**src/rtl/relay_driver_consts.svh**
```systemverilog
// Constants of the eight-channel relay driver serial control block.
// Assumes inclusion by its bare name from the package and the design files.
`ifndef RELAY_DRIVER_CONSTS_SVH
`define RELAY_DRIVER_CONSTS_SVH

// Number of load channels and width of the command and status words.
`define CHANNEL_COUNT 8
// Bit position of the command word that steers the highest channel.
`define COMMAND_MSB 7
// Bit position of the command word that steers the lowest channel.
`define COMMAND_LSB 0
// Reset value of the channel enable word: every channel off.
`define CHANNEL_ENABLE_RESET 8'h00
// Reset value of the latched fault bits.
`define CHANNEL_FAULT_RESET 8'h00
// System clock rate in MHz.
`define SYS_CLK_MHZ 250
// Least time a fault must persist before it is latched, in ns.
`define FAULT_FILTER_TIME_NS 140000
// Cycles of the fault filter, rounded up to whole cycles.
`define FAULT_FILTER_CYCLES \
   ((`FAULT_FILTER_TIME_NS * `SYS_CLK_MHZ + 999) / 1000)
// Depth of every pin synchroniser.
`define SYNC_STAGES 2

`endif

```
**src/rtl/relay_driver_pkg.sv**
```systemverilog
// Types shared by the relay driver serial control block.
// Assumes the constants header sits beside it on the include path.
`include "relay_driver_consts.svh"

package relay_driver_pkg;

   // The three wires of the serial link, as sampled from the pins.
   typedef struct packed {
      logic cs_n;
      logic sclk;
      logic din;
   } serial_pins_s;

   // Per-channel fault sense lines from the analog output stages.
   typedef struct packed {
      logic [`CHANNEL_COUNT-1:0] overcurrent;
      logic [`CHANNEL_COUNT-1:0] open_load;
   } fault_sense_s;

   typedef logic [`CHANNEL_COUNT-1:0] channel_word_t;

endpackage

```
**src/rtl/relay_driver_serial_control.sv**
```systemverilog
// Serial control and diagnostics logic of an eight-channel low-side driver.
// Assumes every pin input is asynchronous to i_clk and that the serial
// clock runs well below a quarter of i_clk, as the link limit ensures.
//
// Behaviour
// - Command bit 7 steers channel 8, bit 0 steers channel 1, others alike.
// - While select is low, each serial clock rise shifts input into register.
// - Select rising copies the shift register into the channel enable word.
// - Select falling loads per-channel status into the shift register.
// - Serial output advances one bit on each serial clock fall in a frame.
// - Enable word keeps its state while select is low, changes only on its rise.
// - With select high, serial pins are ignored; output shows shift MSB.
// - Any bit count per frame leaves only the latest eight bits held.
// - A fault lasting past the filter time latches its channel status bit.
// - Select rising clears the latched fault data.
// - Status bit equals command bit, or its inverse if the channel faulted.
// - Fault indicator pulls low while any channel fault is present.
// - An active channel sinks current, otherwise high impedance: an enable.
// - With latch-off disabled, an overloaded channel keeps running.
// - Thermal shutdown turns every channel off, overriding the enable word.
// - Three-wire serial framing, serial clock up to 10 MHz.
// - One reset input turns all channels off together.
// - Reset pin low clears shift, enable and status registers, channels off.
// - Latch-off enabled: an overload turns the channel off until next word.
// - Latch-off disabled: overload stays current limited until it clears.
// - A channel on with a low status bit reports a short to supply.
`timescale 1ns/100ps
`default_nettype none
`include "relay_driver_consts.svh"

module relay_driver_serial_control
   import relay_driver_pkg::*;
#(
   parameter int FAULT_FILTER_CYC = `FAULT_FILTER_CYCLES,
   parameter int CH = `CHANNEL_COUNT
) (
   // System clock and reset.
   input wire logic i_clk,
   input wire logic i_sys_rst,
   // Device reset pin, active low.
   input wire logic i_reset_n,
   // Serial link pins.
   input wire logic i_cs_n,
   input wire logic i_sclk,
   input wire logic i_din,
   output logic o_dout,
   // Protection control and sense lines from the analog stages.
   input wire logic i_short_latchoff_disable,
   input wire logic i_thermal_shutdown,
   input wire logic [CH-1:0] i_overcurrent,
   input wire logic [CH-1:0] i_open_load,
   // Open-drain fault indicator: level, and enable while pulling low.
   output logic o_fault_n,
   output logic o_fault_oe,
   // Per-channel sink enables toward power_ground.
   output logic [CH-1:0] o_chan_sink_en
);

   localparam int CNT_W = $clog2(FAULT_FILTER_CYC + 1);
   localparam logic [CNT_W-1:0] FILTER_LAST =
      CNT_W'(FAULT_FILTER_CYC - 1);

   // Two-flop synchronisers for every pin input.
   localparam int SYNC_W = 3 + 3 + 2 * CH;
   // Levels held during system reset: select high and the reset pin
   // released, so that leaving reset shows no false select edge.
   localparam logic [SYNC_W-1:0] SYNC_IDLE =
      {1'b1, 1'b0, 1'b0, 1'b1, {(SYNC_W-4){1'b0}}};

   logic [SYNC_W-1:0] pins_raw;
   logic [SYNC_W-1:0] pins_sync;

   assign pins_raw = {i_cs_n, i_sclk, i_din, i_reset_n,
                      i_short_latchoff_disable, i_thermal_shutdown,
                      i_overcurrent, i_open_load};

   genvar s;
   generate
      for (s = 0; s < SYNC_W; s = s + 1) begin : g_sync
         logic sync1_q;
         logic sync2_q;

         // Nothing but the second stage reads the first.
         always_ff @(posedge i_clk) begin
            if (i_sys_rst) begin
               sync1_q <= SYNC_IDLE[s];
               sync2_q <= SYNC_IDLE[s];
            end else begin
               sync1_q <= pins_raw[s];
               sync2_q <= sync1_q;
            end
         end

         assign pins_sync[s] = sync2_q;
      end
   endgenerate

   serial_pins_s link;
   fault_sense_s sense;
   logic reset_pin_n;
   logic latchoff_dis;
   logic thermal;

   assign link.cs_n = pins_sync[SYNC_W-1];
   assign link.sclk = pins_sync[SYNC_W-2];
   assign link.din = pins_sync[SYNC_W-3];
   assign reset_pin_n = pins_sync[SYNC_W-4];
   assign latchoff_dis = pins_sync[SYNC_W-5];
   assign thermal = pins_sync[SYNC_W-6];
   assign sense.overcurrent = pins_sync[2*CH-1:CH];
   assign sense.open_load = pins_sync[CH-1:0];

   // Internal reset: system reset or the device reset pin held low.
   logic rst;

   assign rst = i_sys_rst | ~reset_pin_n;

   // Edge detection on the synchronised link wires.
   serial_pins_s link_prev_q;

   always_ff @(posedge i_clk) begin
      if (i_sys_rst) begin
         link_prev_q <= '{cs_n: 1'b1, sclk: 1'b0, din: 1'b0};
      end else begin
         link_prev_q <= link;
      end
   end

   logic cs_fall;
   logic cs_rise;
   logic sclk_rise;
   logic sclk_fall;
   logic in_frame;

   assign cs_fall = link_prev_q.cs_n & ~link.cs_n;
   assign cs_rise = ~link_prev_q.cs_n & link.cs_n;
   assign in_frame = ~link.cs_n & ~link_prev_q.cs_n;
   assign sclk_rise = in_frame & ~link_prev_q.sclk & link.sclk;
   assign sclk_fall = in_frame & link_prev_q.sclk & ~link.sclk;

   // Registers of the block and the status word derived from them.
   channel_word_t shift_q;
   channel_word_t enable_word_q;
   channel_word_t fault_latch_q;
   channel_word_t latched_off_q;
   channel_word_t status_word;

   // Status bit follows the command bit, inverted for a faulted channel.
   function automatic channel_word_t status_of(input channel_word_t cmd,
                                               input channel_word_t flt);
      status_of = cmd ^ flt;
   endfunction

   assign status_word = status_of(enable_word_q, fault_latch_q);

   // Shift register: load status at frame start, shift on serial rise.
   always_ff @(posedge i_clk) begin
      if (rst) begin
         shift_q <= `CHANNEL_ENABLE_RESET;
      end else if (cs_fall) begin
         shift_q <= status_word;
      end else if (sclk_rise) begin
         // Older bits fall off the top, so the latest eight remain.
         shift_q <= {shift_q[`COMMAND_MSB-1:`COMMAND_LSB], link.din};
      end
   end

   // Serial output: shift MSB when idle, advanced on each serial fall.
   always_ff @(posedge i_clk) begin
      if (rst) begin
         o_dout <= 1'b0;
      end else if (cs_fall) begin
         o_dout <= status_word[`COMMAND_MSB];
      end else if (sclk_fall) begin
         o_dout <= shift_q[`COMMAND_MSB];
      end else if (link.cs_n) begin
         o_dout <= shift_q[`COMMAND_MSB];
      end
   end

   // Channel enable word: taken from the shift register on select rise.
   always_ff @(posedge i_clk) begin
      if (rst) begin
         enable_word_q <= `CHANNEL_ENABLE_RESET;
      end else if (cs_rise) begin
         // Bit n steers channel n+1; one means on.
         enable_word_q <= shift_q;
      end
   end

   // Per-channel fault filter, latch and latch-off.
   channel_word_t filter_done;
   channel_word_t raw_fault;

   genvar g;
   generate
      for (g = 0; g < CH; g = g + 1) begin : g_chan
         logic [CNT_W-1:0] filt_cnt_q;
         logic flt_q;
         logic off_q;

         // An on channel can overload; an off channel can read open.
         assign raw_fault[g] = o_chan_sink_en[g] ? sense.overcurrent[g]
                                                  : sense.open_load[g];
         assign filter_done[g] = raw_fault[g] & (filt_cnt_q == FILTER_LAST);

         // Counts while the fault stands; any break restarts it.
         always_ff @(posedge i_clk) begin
            if (rst) begin
               filt_cnt_q <= '0;
            end else if (!raw_fault[g]) begin
               filt_cnt_q <= '0;
            end else if (filt_cnt_q != FILTER_LAST) begin
               filt_cnt_q <= filt_cnt_q + CNT_W'(1);
            end
         end

         // Latched fault bit: a new fault wins over the clear on select.
         always_ff @(posedge i_clk) begin
            if (rst) begin
               flt_q <= 1'b0;
            end else if (filter_done[g]) begin
               flt_q <= 1'b1;
            end else if (cs_rise) begin
               flt_q <= 1'b0;
            end
         end

         assign fault_latch_q[g] = flt_q;

         // Latch-off of an overloaded channel until the next word.
         // An open load is only reported, as that channel is off anyway.
         always_ff @(posedge i_clk) begin
            if (rst) begin
               off_q <= 1'b0;
            end else if (filter_done[g] && o_chan_sink_en[g] &&
                         !latchoff_dis) begin
               off_q <= 1'b1;
            end else if (cs_rise) begin
               off_q <= 1'b0;
            end
         end

         assign latched_off_q[g] = off_q;
      end
   endgenerate

   // Sink enables: word, less latched-off channels, less thermal shutdown.
   // With latch-off disabled the channel stays on; the stage limits current.
   always_ff @(posedge i_clk) begin
      if (rst) begin
         o_chan_sink_en <= `CHANNEL_ENABLE_RESET;
      end else if (thermal) begin
         o_chan_sink_en <= `CHANNEL_ENABLE_RESET;
      end else begin
         o_chan_sink_en <= enable_word_q & ~latched_off_q;
      end
   end

   // Fault indicator: pulls low on any latched fault or thermal shutdown.
   logic fault_any;

   assign fault_any = |fault_latch_q | thermal;

   always_ff @(posedge i_clk) begin
      if (rst) begin
         o_fault_n <= 1'b1;
      end else begin
         o_fault_n <= ~fault_any;
      end
   end

   // The open-drain pin is driven only while it pulls low.
   always_ff @(posedge i_clk) begin
      if (rst) begin
         o_fault_oe <= 1'b0;
      end else begin
         o_fault_oe <= fault_any;
      end
   end

endmodule
`default_nettype wire

```
**config.mk**
```make
export PLATFORM = sky130hd
export DESIGN_NAME = relay_driver_serial_control
export DESIGN_NICKNAME = d
export VERILOG_FILES = /design/src/rtl/relay_driver_pkg.sv /design/src/rtl/relay_driver_serial_control.sv
export VERILOG_INCLUDE_DIRS = /design/src /design/src/rtl
export SDC_FILE = /design/constraint.sdc
export NUM_CORES = 1
export LEC_CHECK = 0
export BUFFER_PORTS_ARGS = -buffer_cell sky130_fd_sc_hd__buf_2
export CAP_MARGIN = 20
export CORE_AREA = 2 2 153 155
export DETAILED_ROUTE_END_ITERATION = 8
export DIE_AREA = 0 0 155 157
export PLACE_DENSITY = 0.6
export SETUP_SLACK_MARGIN = 0.5
export SLEW_MARGIN = 20
export SYNTH_ARGS = -nofsm -noshare
export SYNTH_HDL_FRONTEND = slang
export SYNTH_SLANG_ARGS = --single-unit
```
**constraint.sdc**
```tcl
create_clock -name i_clk -period 2.3 [get_ports i_clk]
set_input_delay 0 -clock i_clk [delete_from_list [all_inputs] [get_ports i_clk]]
set_output_delay 0 -clock i_clk [all_outputs]
set_load 0.02 [all_outputs]
```
# --- After elaboration in Yosys (flattened, before gate mapping) ---
# Index checks and enable logic that the tools add are counted.
classes:
  addsub: 8
  eq_ne: 16
  n_mux: 30
  bitwise: 34
  reduce_logical: 45
ops:
  columns: ["operator", "n"]
  rows:
  - ["$add A16 B1 Y16 const B", 8]
  - ["$eq A16 B16 Y1 const B", 8]
  - ["$ne A16 B16 Y1 const B", 8]
  - ["$reduce_bool A2 Y1", 17]
  - ["$mux W1", 28]
  - ["$reduce_or A2 Y1", 9]
  - ["$logic_and A1 B1 Y1", 16]
  - ["$mux W8", 2]
  - ["$and A1 B1 Y1", 15]
  - ["$not A1 Y1", 14]
  - ["$and A8 B8 Y8", 1]
  - ["$not A8 Y8", 1]
  - ["$reduce_or A8 Y1", 1]
  - ["$xor A8 B8 Y8", 1]
  - ["$reduce_bool A3 Y1", 1]
  - ["$or A1 B1 Y1", 2]
  - ["$logic_not A1 Y1", 1]
word_totals:
  reg_bits: 217
  inputBits: 24
  output_inout_bits: 11

# --- Depth between registers and ports, before layout ---
# Gate-level depths: netlist (run 1).
depth:
  word_depth: 6
  depth_mapped: 6

# --- Worst setup path after synthesis (run 1) ---
# No wires, ideal clock.
synth_timing:
  kind: "flip-flop to flip-flop"
  from: "register g_chan[6].filt_cnt_q[2]"
  to: "register g_chan[6].filt_cnt_q[1]"
  setup_time_ns: 0.128
  t_arrival_ns: 1.550
  required_time_ns: 2.172
  setup_slack_ns: 0.623
  path_stages_with_launch: 5
  synth_period_minus_slack_ns: 1.677
  cell_sequence: "dfxtp_1 -> or4bb_1 -> nor4_4 -> mux2i_1 -> nor2_1"
synth_between:
  elab_chain_len: 1
synth_lines:
  columns: ["element", "line", "rtl"]
  rows:
  - ["start, declared", "relay_driver_serial_control.sv:198", "logic [CNT_W-1:0] filt_cnt_q;"]
  - ["start signal, assigned", "relay_driver_serial_control.sv:214", "filt_cnt_q <= filt_cnt_q + CNT_W'(1);"]
  - ["$ne A16 B16 Y1", "relay_driver_serial_control.sv:213", "end else if (filt_cnt_q != FILTER_LAST) begin"]
# Every way passes these cells.
# A chain may end at the register's enable or synchronous reset.

# --- Final worst setup path (run 1) ---
layout_timing:
  from: "register g_chan[6].filt_cnt_q[3]"
  to: "register g_chan[6].filt_cnt_q[1]"
# The elaborated chain is that of the path after synthesis.

==> reports/summary.md, run 1 <==
The floorplan row count is 55, and the fmax is 568 MHz. Data on the critical path is required at its endpoint by 2.69 ns. The gate count after technology mapping came out at 979.

The flow ran to the end, and the final reports show no timing, DRC or antenna violations. The sum of buffers and inverters on the critical path came out at 1. The final RePlAce weighted congestion is 0.760.

Once detail routing completed, the nets flagged for antenna violations numbered 0. Counting the buffers created by CTS gives 25. The relative max-transition margin is 50.4%. The number of slew-limit violations in the final report was 0; the slew at the pin with the worst max-slew slack was 0.738 ns.

Of all nets on the critical path, the largest fanout is 6. The width of the die came out at 155 µm. The run gives 48 as the number of different library cells in the post-synthesis netlist.

Yosys instantiated no cell more often than dfxtp_1. After clock tree synthesis, the clock-pin slew on the worst setup and hold paths is 0.06 ns. By startpoint and endpoint, the worst setup path is classified as flip-flop to flip-flop.

Fill cells in the final layout number 2129. The tools report the worst setup skew after layout as 0.00812 ns. In this run the number of cells on the critical path is 5. Yosys printed 0 warnings.

The die covers 24300 µm². Of the post-synthesis cell area, the dominant cell type holds 48.6%. The worst hold path belongs to the class primary input to flip-flop. The first global-routing pass estimated 30100 µm of wire.

In the final layout, the share of cells above drive strength 1 is 13.3%. The tree is rooted in a clkbuf_16. Summing over every cut layer, the via total after detailed routing is 6755. The setup slack on the worst flop-to-flop path is 0.54 ns, and the sequential element share of the synthesized area is 48.6%.

The number of placed instances, taps included, is 1272. After legalization and detailed placement, the total HPWL measured 11400 µm. After layout, the minimum clock period comes to 1.76 ns. The logs give 47 for the maximum number of pins on one net before global-route repair and 14.6% for the total track usage.

The analysis attributes to cell leakage a power of 3.50 nW. Relative to the synthesized area, the layout overhead comes to 19.5%. The run gives 8.26 mW as the total power. Setup violations remaining at the end of the flow were counted as 0. The per-cell routed wire length is 13.0 µm. The H-tree depth was 1.

Summing all multi-input logic gate instances after layout gives 4390 µm². The pre-antenna-repair detailed-routing pass consisted of 4 iterations. The end of the critical path is g_chan[6].filt_cnt_q[1]$_SDFFE_PP0P_. The cell count of the worst reg-to-reg path works out to 5. Counting every sink on the clock net gives 217. The routed design has 17500 µm of wire. The synthesized area divided by synthesized cell count came out at 9.12 µm². In the post-synthesis netlist, the biggest area contributors are dfxtp_1, xnor2_1, nor2_1.

The number of design rule violations left after detail routing is 0. The number of global-route vias before repair was 6371; the count of input and output buffers was 34. The cell with the biggest individual delay on the critical path was or4bb_4.

The number of buffers between clock root and the deepest sink was 3; the number of nets in the finished design was 1083. Registers take 4350 µm². Power spread over the standard cell area amounts to 774 nW/µm². TritonCTS built the clock tree.

The biggest area contributor in the post-synthesis netlist is dfxtp_1. Data on the critical path arrives at its endpoint at 2.15 ns. Traced cell by cell, the critical path runs through or4bb_4, nor4_4, buf_4, mux2i_1, nor2_1. The floorplan step set the die height to 157 µm.

The ratio of final minimum period to clock period was 76.6%. The synthesized design contains 217 register bits. Origin of the critical flop-to-flop path: g_chan[6].filt_cnt_q[3]$_SDFFE_PP0P_. For this block, the initial DRC count from the detailed router was 217.

The tool flagged a number of max-cap violations equal to 0. The stage delay of the slowest cell on the critical path was 0.58 ns; the average vias per placed instance was 4.99. Number of antenna violations at the first check in global routing: 0. The finished layout holds 1353 standard cells, fillers aside. For this run the aggregate overflow at the end of global routing stands at 0.

In this run, synthesis inferred 0 flip-flops with an integrated enable. Summing every instance area after synthesis gives 8930 µm². In the final timing run, aggregate negative setup slack is 0 ns.

The total area inside the core boundary comes to 22500 µm². The run gives 39.7% as the starting density of the core. The worst setup path is captured at a flip-flop. The family of cells with the greatest summed delay on the critical path was simple AND/OR/NAND/NOR gates.

The number of antenna repair diodes was 0. When the netlist entered floorplanning its net count stood at 1011. The prevailing post-synth register cell was dfxtp_1. The top-level port count came out at 35. Setup repair after global routing could not meet its margin everywhere. For the number of failing hold endpoints at the final stage, the log shows 0. The worst register-to-register path ends at g_chan[6].filt_cnt_q[1]$_SDFFE_PP0P_. The later pin in the worst-skew pair is clocked with a latency of 0.51 ns. Async set-or-reset flop fraction in the synthesized netlist: 0%. STA classifies the critical path startpoint as a flip-flop. By count the netlist is led by dfxtp_1, nor2_1, nand2_1. The origin of the worst setup path was g_chan[6].filt_cnt_q[3]$_SDFFE_PP0P_. VDD sags by at most 0.479 mV.
-- per-layer routing --
metal	up-vias	wire [µm]	share of wire (%)	global-route usage (%)
met5	-	0	0	0
met4	0	291	1.7	4.14
met2	59	8020	46	24.4
met3	24	469	2.7	2.42
met1	3122	8760	50	19.5
li1	3550	-	-	-
-- power by group --
group	internal, mW	switching (mW)	leakage, nW
registers	3.81	0.0253	1.76
logic	0.0901	0.0927	1.29
clock network	2.71	1.53	0.442
total	6.61	1.65	3.50
-- worst register-to-register path, cell delays in order, from the launching register on --
cell	delay, ns
dfxtp_1	0.37
or4bb_4	0.58
nor4_4	0.27
buf_4	0.18
mux2i_1	0.18
nor2_1	0.05
-- registers in the layout, summed over array words and instances (netlist names), 2 cells and up --
name and count:
g_chan.filt_cnt_q 128, enable_word_q 8, link_prev_q 2, o_chan_sink_en 8
shift_q 8, g_sync.sync2_q 22, g_sync.sync1_q 22, g_chan.flt_q 8
g_chan.off_q 8
-- cells in the final DEF (no fill, tap or decap), types with 8 or more instances in the layout --
master / instances
dlygate4sd3_1: 23
or2_2: 14
a211oi_1: 8
clkbuf_16: 25
buf_4: 22
nor3b_1: 10
nand3_1: 29
o21ai_0: 37
xor2_1: 23
or3_1: 40
nand4_1: 30
a21oi_1: 53
dfxtp_1: 210
inv_1: 29
mux2i_1: 25
nor3_1: 23
xnor2_1: 63
buf_2: 34
nor2b_1: 46
nor4_1: 25
nor4b_1: 9
nand2_1: 76
nor2_1: 109
-- timing repair --
item	in CTS	in global routing
pin swaps	4	6
setup buffers	5	9
hold buffers	23	0
gates cloned	0	0
endpoints found under the setup margin	4	25
resized for setup	0	16
hold endpoints to repair	24	0
-- cells by family (layout without fill, tap and decap cells) --
family,Yosys count,count (layout),share of synthesized area [%]
simple gates,468,468,29.3
flops,217,217,48.6
compound gates,109,109,6.63
xor+xnor,86,86,8.43
buf+inv,63,152,2.65
mux,28,28,3.18
fa+ha+maj,8,8,1.12
-- stage by stage --
step	hold WS (ns)	util [%]	instance area (µm²)	setup slack (ns)
final	0.206	47.4	10700	0.539
after global routing	0.218	47.4	10700	0.492
after CTS	0.188	46.9	10600	0.501
after detailed placement	0.189	41.7	9390	0.483
after global placement	0.181	41.7	9390	0.476
after floorplan	0.104	-	8930	0.623
-- how the worst min path moves through the flow --
| stage | slack, ns | cells past startpoint | end | start |
|---|---|---|---|---|
| after floorplan | 0.10 | 1 | g_sync[18].sync1_q$_SDFF_PP1_ | i_reset_n |
| final | 0.21 | 3 | g_sync[21].sync1_q$_SDFF_PP1_ | i_cs_n |
| after global placement | 0.18 | 2 | g_sync[18].sync1_q$_SDFF_PP1_ | i_reset_n |
| after detailed placement | 0.19 | 2 | g_sync[21].sync1_q$_SDFF_PP1_ | i_cs_n |
| after CTS | 0.19 | 3 | g_sync[18].sync1_q$_SDFF_PP1_ | i_reset_n |
| after global routing | 0.22 | 3 | g_sync[21].sync1_q$_SDFF_PP1_ | i_cs_n |
-- cell type report --
cell class / instances / share of cell area, %
clock inverters: 12 / 1.83
flip-flops and latches: 217 / 40.8
clock buffers: 32 / 6.58
well taps: 285 / 3.34
inverters: 29 / 1.02
multi-input cells: 699 / 41.1
repair buffers: 79 / 5.30
No activity file was read; power rests on OpenSTA's default activity.
==> run 2, diff against run 1 <==
PLACE_DENSITY = 0.62   (was 0.6)
clock period = 1.6 ns   (was 2.3 ns; I/O delays follow)
==> reports/summary.md, run 2 (synthesized netlist as in run 1, its figures left out) <==
The flow ran to the end, but the final reports show violations. The final reports fail on setup timing. The largest voltage drop on the vdd net is 0.780 mV (+63%), and the per-cell routed wire length is 15.6 µm (+20%). More flip-flops sit in one register than any other, and that register is g_chan.filt_cnt_q. For the later-pin clock latency in the skew report, the log shows 0.51 ns (about the same). In the layout the commonest cells are buf_6, dfxtp_1, nor2_1, buf_4, nand2_1. The number of failing hold endpoints at the final stage was 0 (unchanged).

The fmax was 599 MHz (+5.5%). For the final worst-path setup slack, the log shows -0.0692 ns (-0.608 ns). The maximum fanout along the worst path works out to 6 (unchanged). TritonCTS built the clock tree. Total number of vias: 7971 (+18%). STA classifies the critical path startpoint as a flip-flop. For the iteration count of the initial detailed-routing pass, the log shows 5 (+1). The slew at the pin with the worst max-slew slack is 0.511 ns (-0.228 ns), and the count of input and output buffers is 34 (unchanged). The ratio of final minimum period to clock period came out at 104% (+28 points).

Leaving out fill and tap cells, the most frequent cell in the layout is buf_6. The starting density of the core is 39.7% (unchanged). Fraction of the core area covered by cells at the end of the flow: 64.7% (+17 points).

The arrival time at the worst endpoint was 2.07 ns (-0.08 ns). The tools report the post-route antenna net violation count as 0 (unchanged). The run gives 35 (unchanged) as the top-level port count. The largest registers in the layout are g_chan.filt_cnt_q x128, g_sync.sync1_q x22, g_sync.sync2_q x22.

The average vias per placed instance was 5.14 (+3.0%). The critical path data required time is 2.00 ns (-0.69 ns). The y dimension of the die is 157 µm (unchanged), and the number of standard cells in the final layout excluding fillers is 1550 (+15%). The routed wire length is 24200 µm (+38%), and the time the worst path needs with I/O delays and setup is 1.67 ns (-0.0923 ns). The number of buffers inserted during clock tree synthesis was 24 (-4.0%). First-pass GRT wire length: 39000 µm (+30%). The logs give 1279 (+18%) for the number of nets in the finished design and 0 (unchanged) for the number of max-capacitance violations reported. For the die area, the log shows 24300 µm² (unchanged). Setup repair after global routing could not meet its margin everywhere.

The tools report the static leakage power as 5.78 nW (+65%). The floorplan row count is 55 (unchanged). The tools report the number of DRC markers in iteration 0 as 272 (+25%). Relative to the synthesized area, the layout overhead comes to 63.0%. For the number of sinks driven by the clock tree, the log shows 217 (unchanged). The run gives 0 (unchanged) as the total congestion overflow after global routing. The tools report the H-tree depth as 1 (unchanged). Critical path start-end classification: flip-flop to flip-flop. The total track usage was 19.2% (+4.6 points).

The run gives 0 (unchanged) as the number of design rule violations left after detail routing. The tree is rooted in a clkbuf_16. The run gives 1333 (+4.8%) as the cell count after placement. The relative max-transition margin is 66.0% (+16 points). The final RePlAce weighted congestion was 0.748 (-1.5%); the width of the die was 155 µm (unchanged). The type of destination of the critical path is a flip-flop. The number of antenna repair diodes is 0 (unchanged), and the placeable core region is 22500 µm² (unchanged). The worst setup skew after layout is 0.00941 ns (+0.00129 ns), and the fraction of layout cells with a size suffix above 1 is 50.4% (+37 points). The run gives -0.0647 ns (-0.548 ns) as the worst slack at placement.

The run gives 0 (unchanged) as the number of antenna violations at the first check in global routing. The flip-flop count of the largest register, all copies and words added was 128 (unchanged). The min-delay analysis places its worst path in the category primary input to flip-flop. The clock slew at the register clock pins of the worst setup and hold paths is 0.06 ns (about the same), and the maximum number of pins on one net before global-route repair is 47 (unchanged). The run gives 8038 (+26%) as the number of global-route vias before repair.

For the number of slew-limit violations in the final report, the log shows 0 (unchanged). The setup-violating endpoint count in the final report was 6 (+6); the HPWL reported at the end of detailed placement was 12500 µm (+9.3%). The run gives 3 (unchanged) as the number of buffers between clock root and the deepest sink. The ratio of total power to cell area came out at 786 nW/µm² (+1.6%).
-- run 2: cell types whose count changed in the layout (fill, tap and decap cells not counted), moves of 24 or more --
cell	delta
buf_6	+109
dfxtp_4	+55
dfxtp_1	-105
buf_4	+76
nor4_1	-24
nor4_4	+24
dfxtp_2	+50
a21oi_1	-28
a21oi_2	+28
-- run 2: report_power, final --
part	switching, mW	internal (mW)	leakage, nW
combinational	0.190	0.216	3.55
clock	2.17	3.44	0.406
sequential	0.0427	5.39	1.83
-- run 2: layer usage --
metal / GRT usage (%) / wire, µm
met1: 23.4 / 10400
met2: 34.8 / 12600
met3: 2.42 / 741
met4: 6.66 / 491
met5: 0 / 0
-- run 2: timing repair --
action,4_1_cts,5_1_grt
setup buffers,97,43
pin swaps,164,126
hold buffers,23,0
resized for setup,276,131
hold endpoints to repair,25,0
cloned,9,1
endpoints found under the setup margin,164,171
-- run 2: path summary, 6_finish.rpt --
| path | from | to | slack, ns | cells past startpoint |
|---|---|---|---|---|
| setup / recovery | g_chan[6].filt_cnt_q[2]$_SDFFE_PP0P_ | g_chan[6].filt_cnt_q[1]$_SDFFE_PP0P_ | -0.07 | 5 |
| hold / removal | i_sys_rst | g_chan[0].off_q$_SDFFE_PN0P_ | 0.04 | 4 |
| setup reg to reg | g_chan[6].filt_cnt_q[2]$_SDFFE_PP0P_ | g_chan[6].filt_cnt_q[1]$_SDFFE_PP0P_ | -0.07 | 5 |
| hold reg to reg | g_sync[18].sync1_q$_SDFF_PP1_ | g_sync[18].sync2_q$_SDFF_PP1_ | 0.41 | 1 |
-- run 2: area by class of cell --
cell class	count	area, µm²
clock buffers	34	719
clock inverters	10	100
fillers	1660	7950
inverters	29	109
multi-input cells	706	6190
flip-flops and latches	217	4620
well taps	285	357
repair buffers	269	2460
-- run 2: critical path: stages, from the launching register on --
cell and delay [ns]:
dfxtp_2 0.33, or4bb_4 0.55, nor4_4 0.30, buf_6 0.17
mux2i_1 0.18, nor2_1 0.05
-- run 2: per-stage QoR --
stage	total power [mW]	hold slack [ns]	area [µm²]	TNS (ns)
after CTS	11.5	0.0425	13700	-0.234
final	11.4	0.0374	14600	-0.200
after global placement	5.84	0.183	10600	-0.0999
after global routing	11.8	0.0675	14600	-1.02
after detailed placement	5.85	0.187	10600	-0.161
after floorplan	5.79	0.104	9920	-0.0832
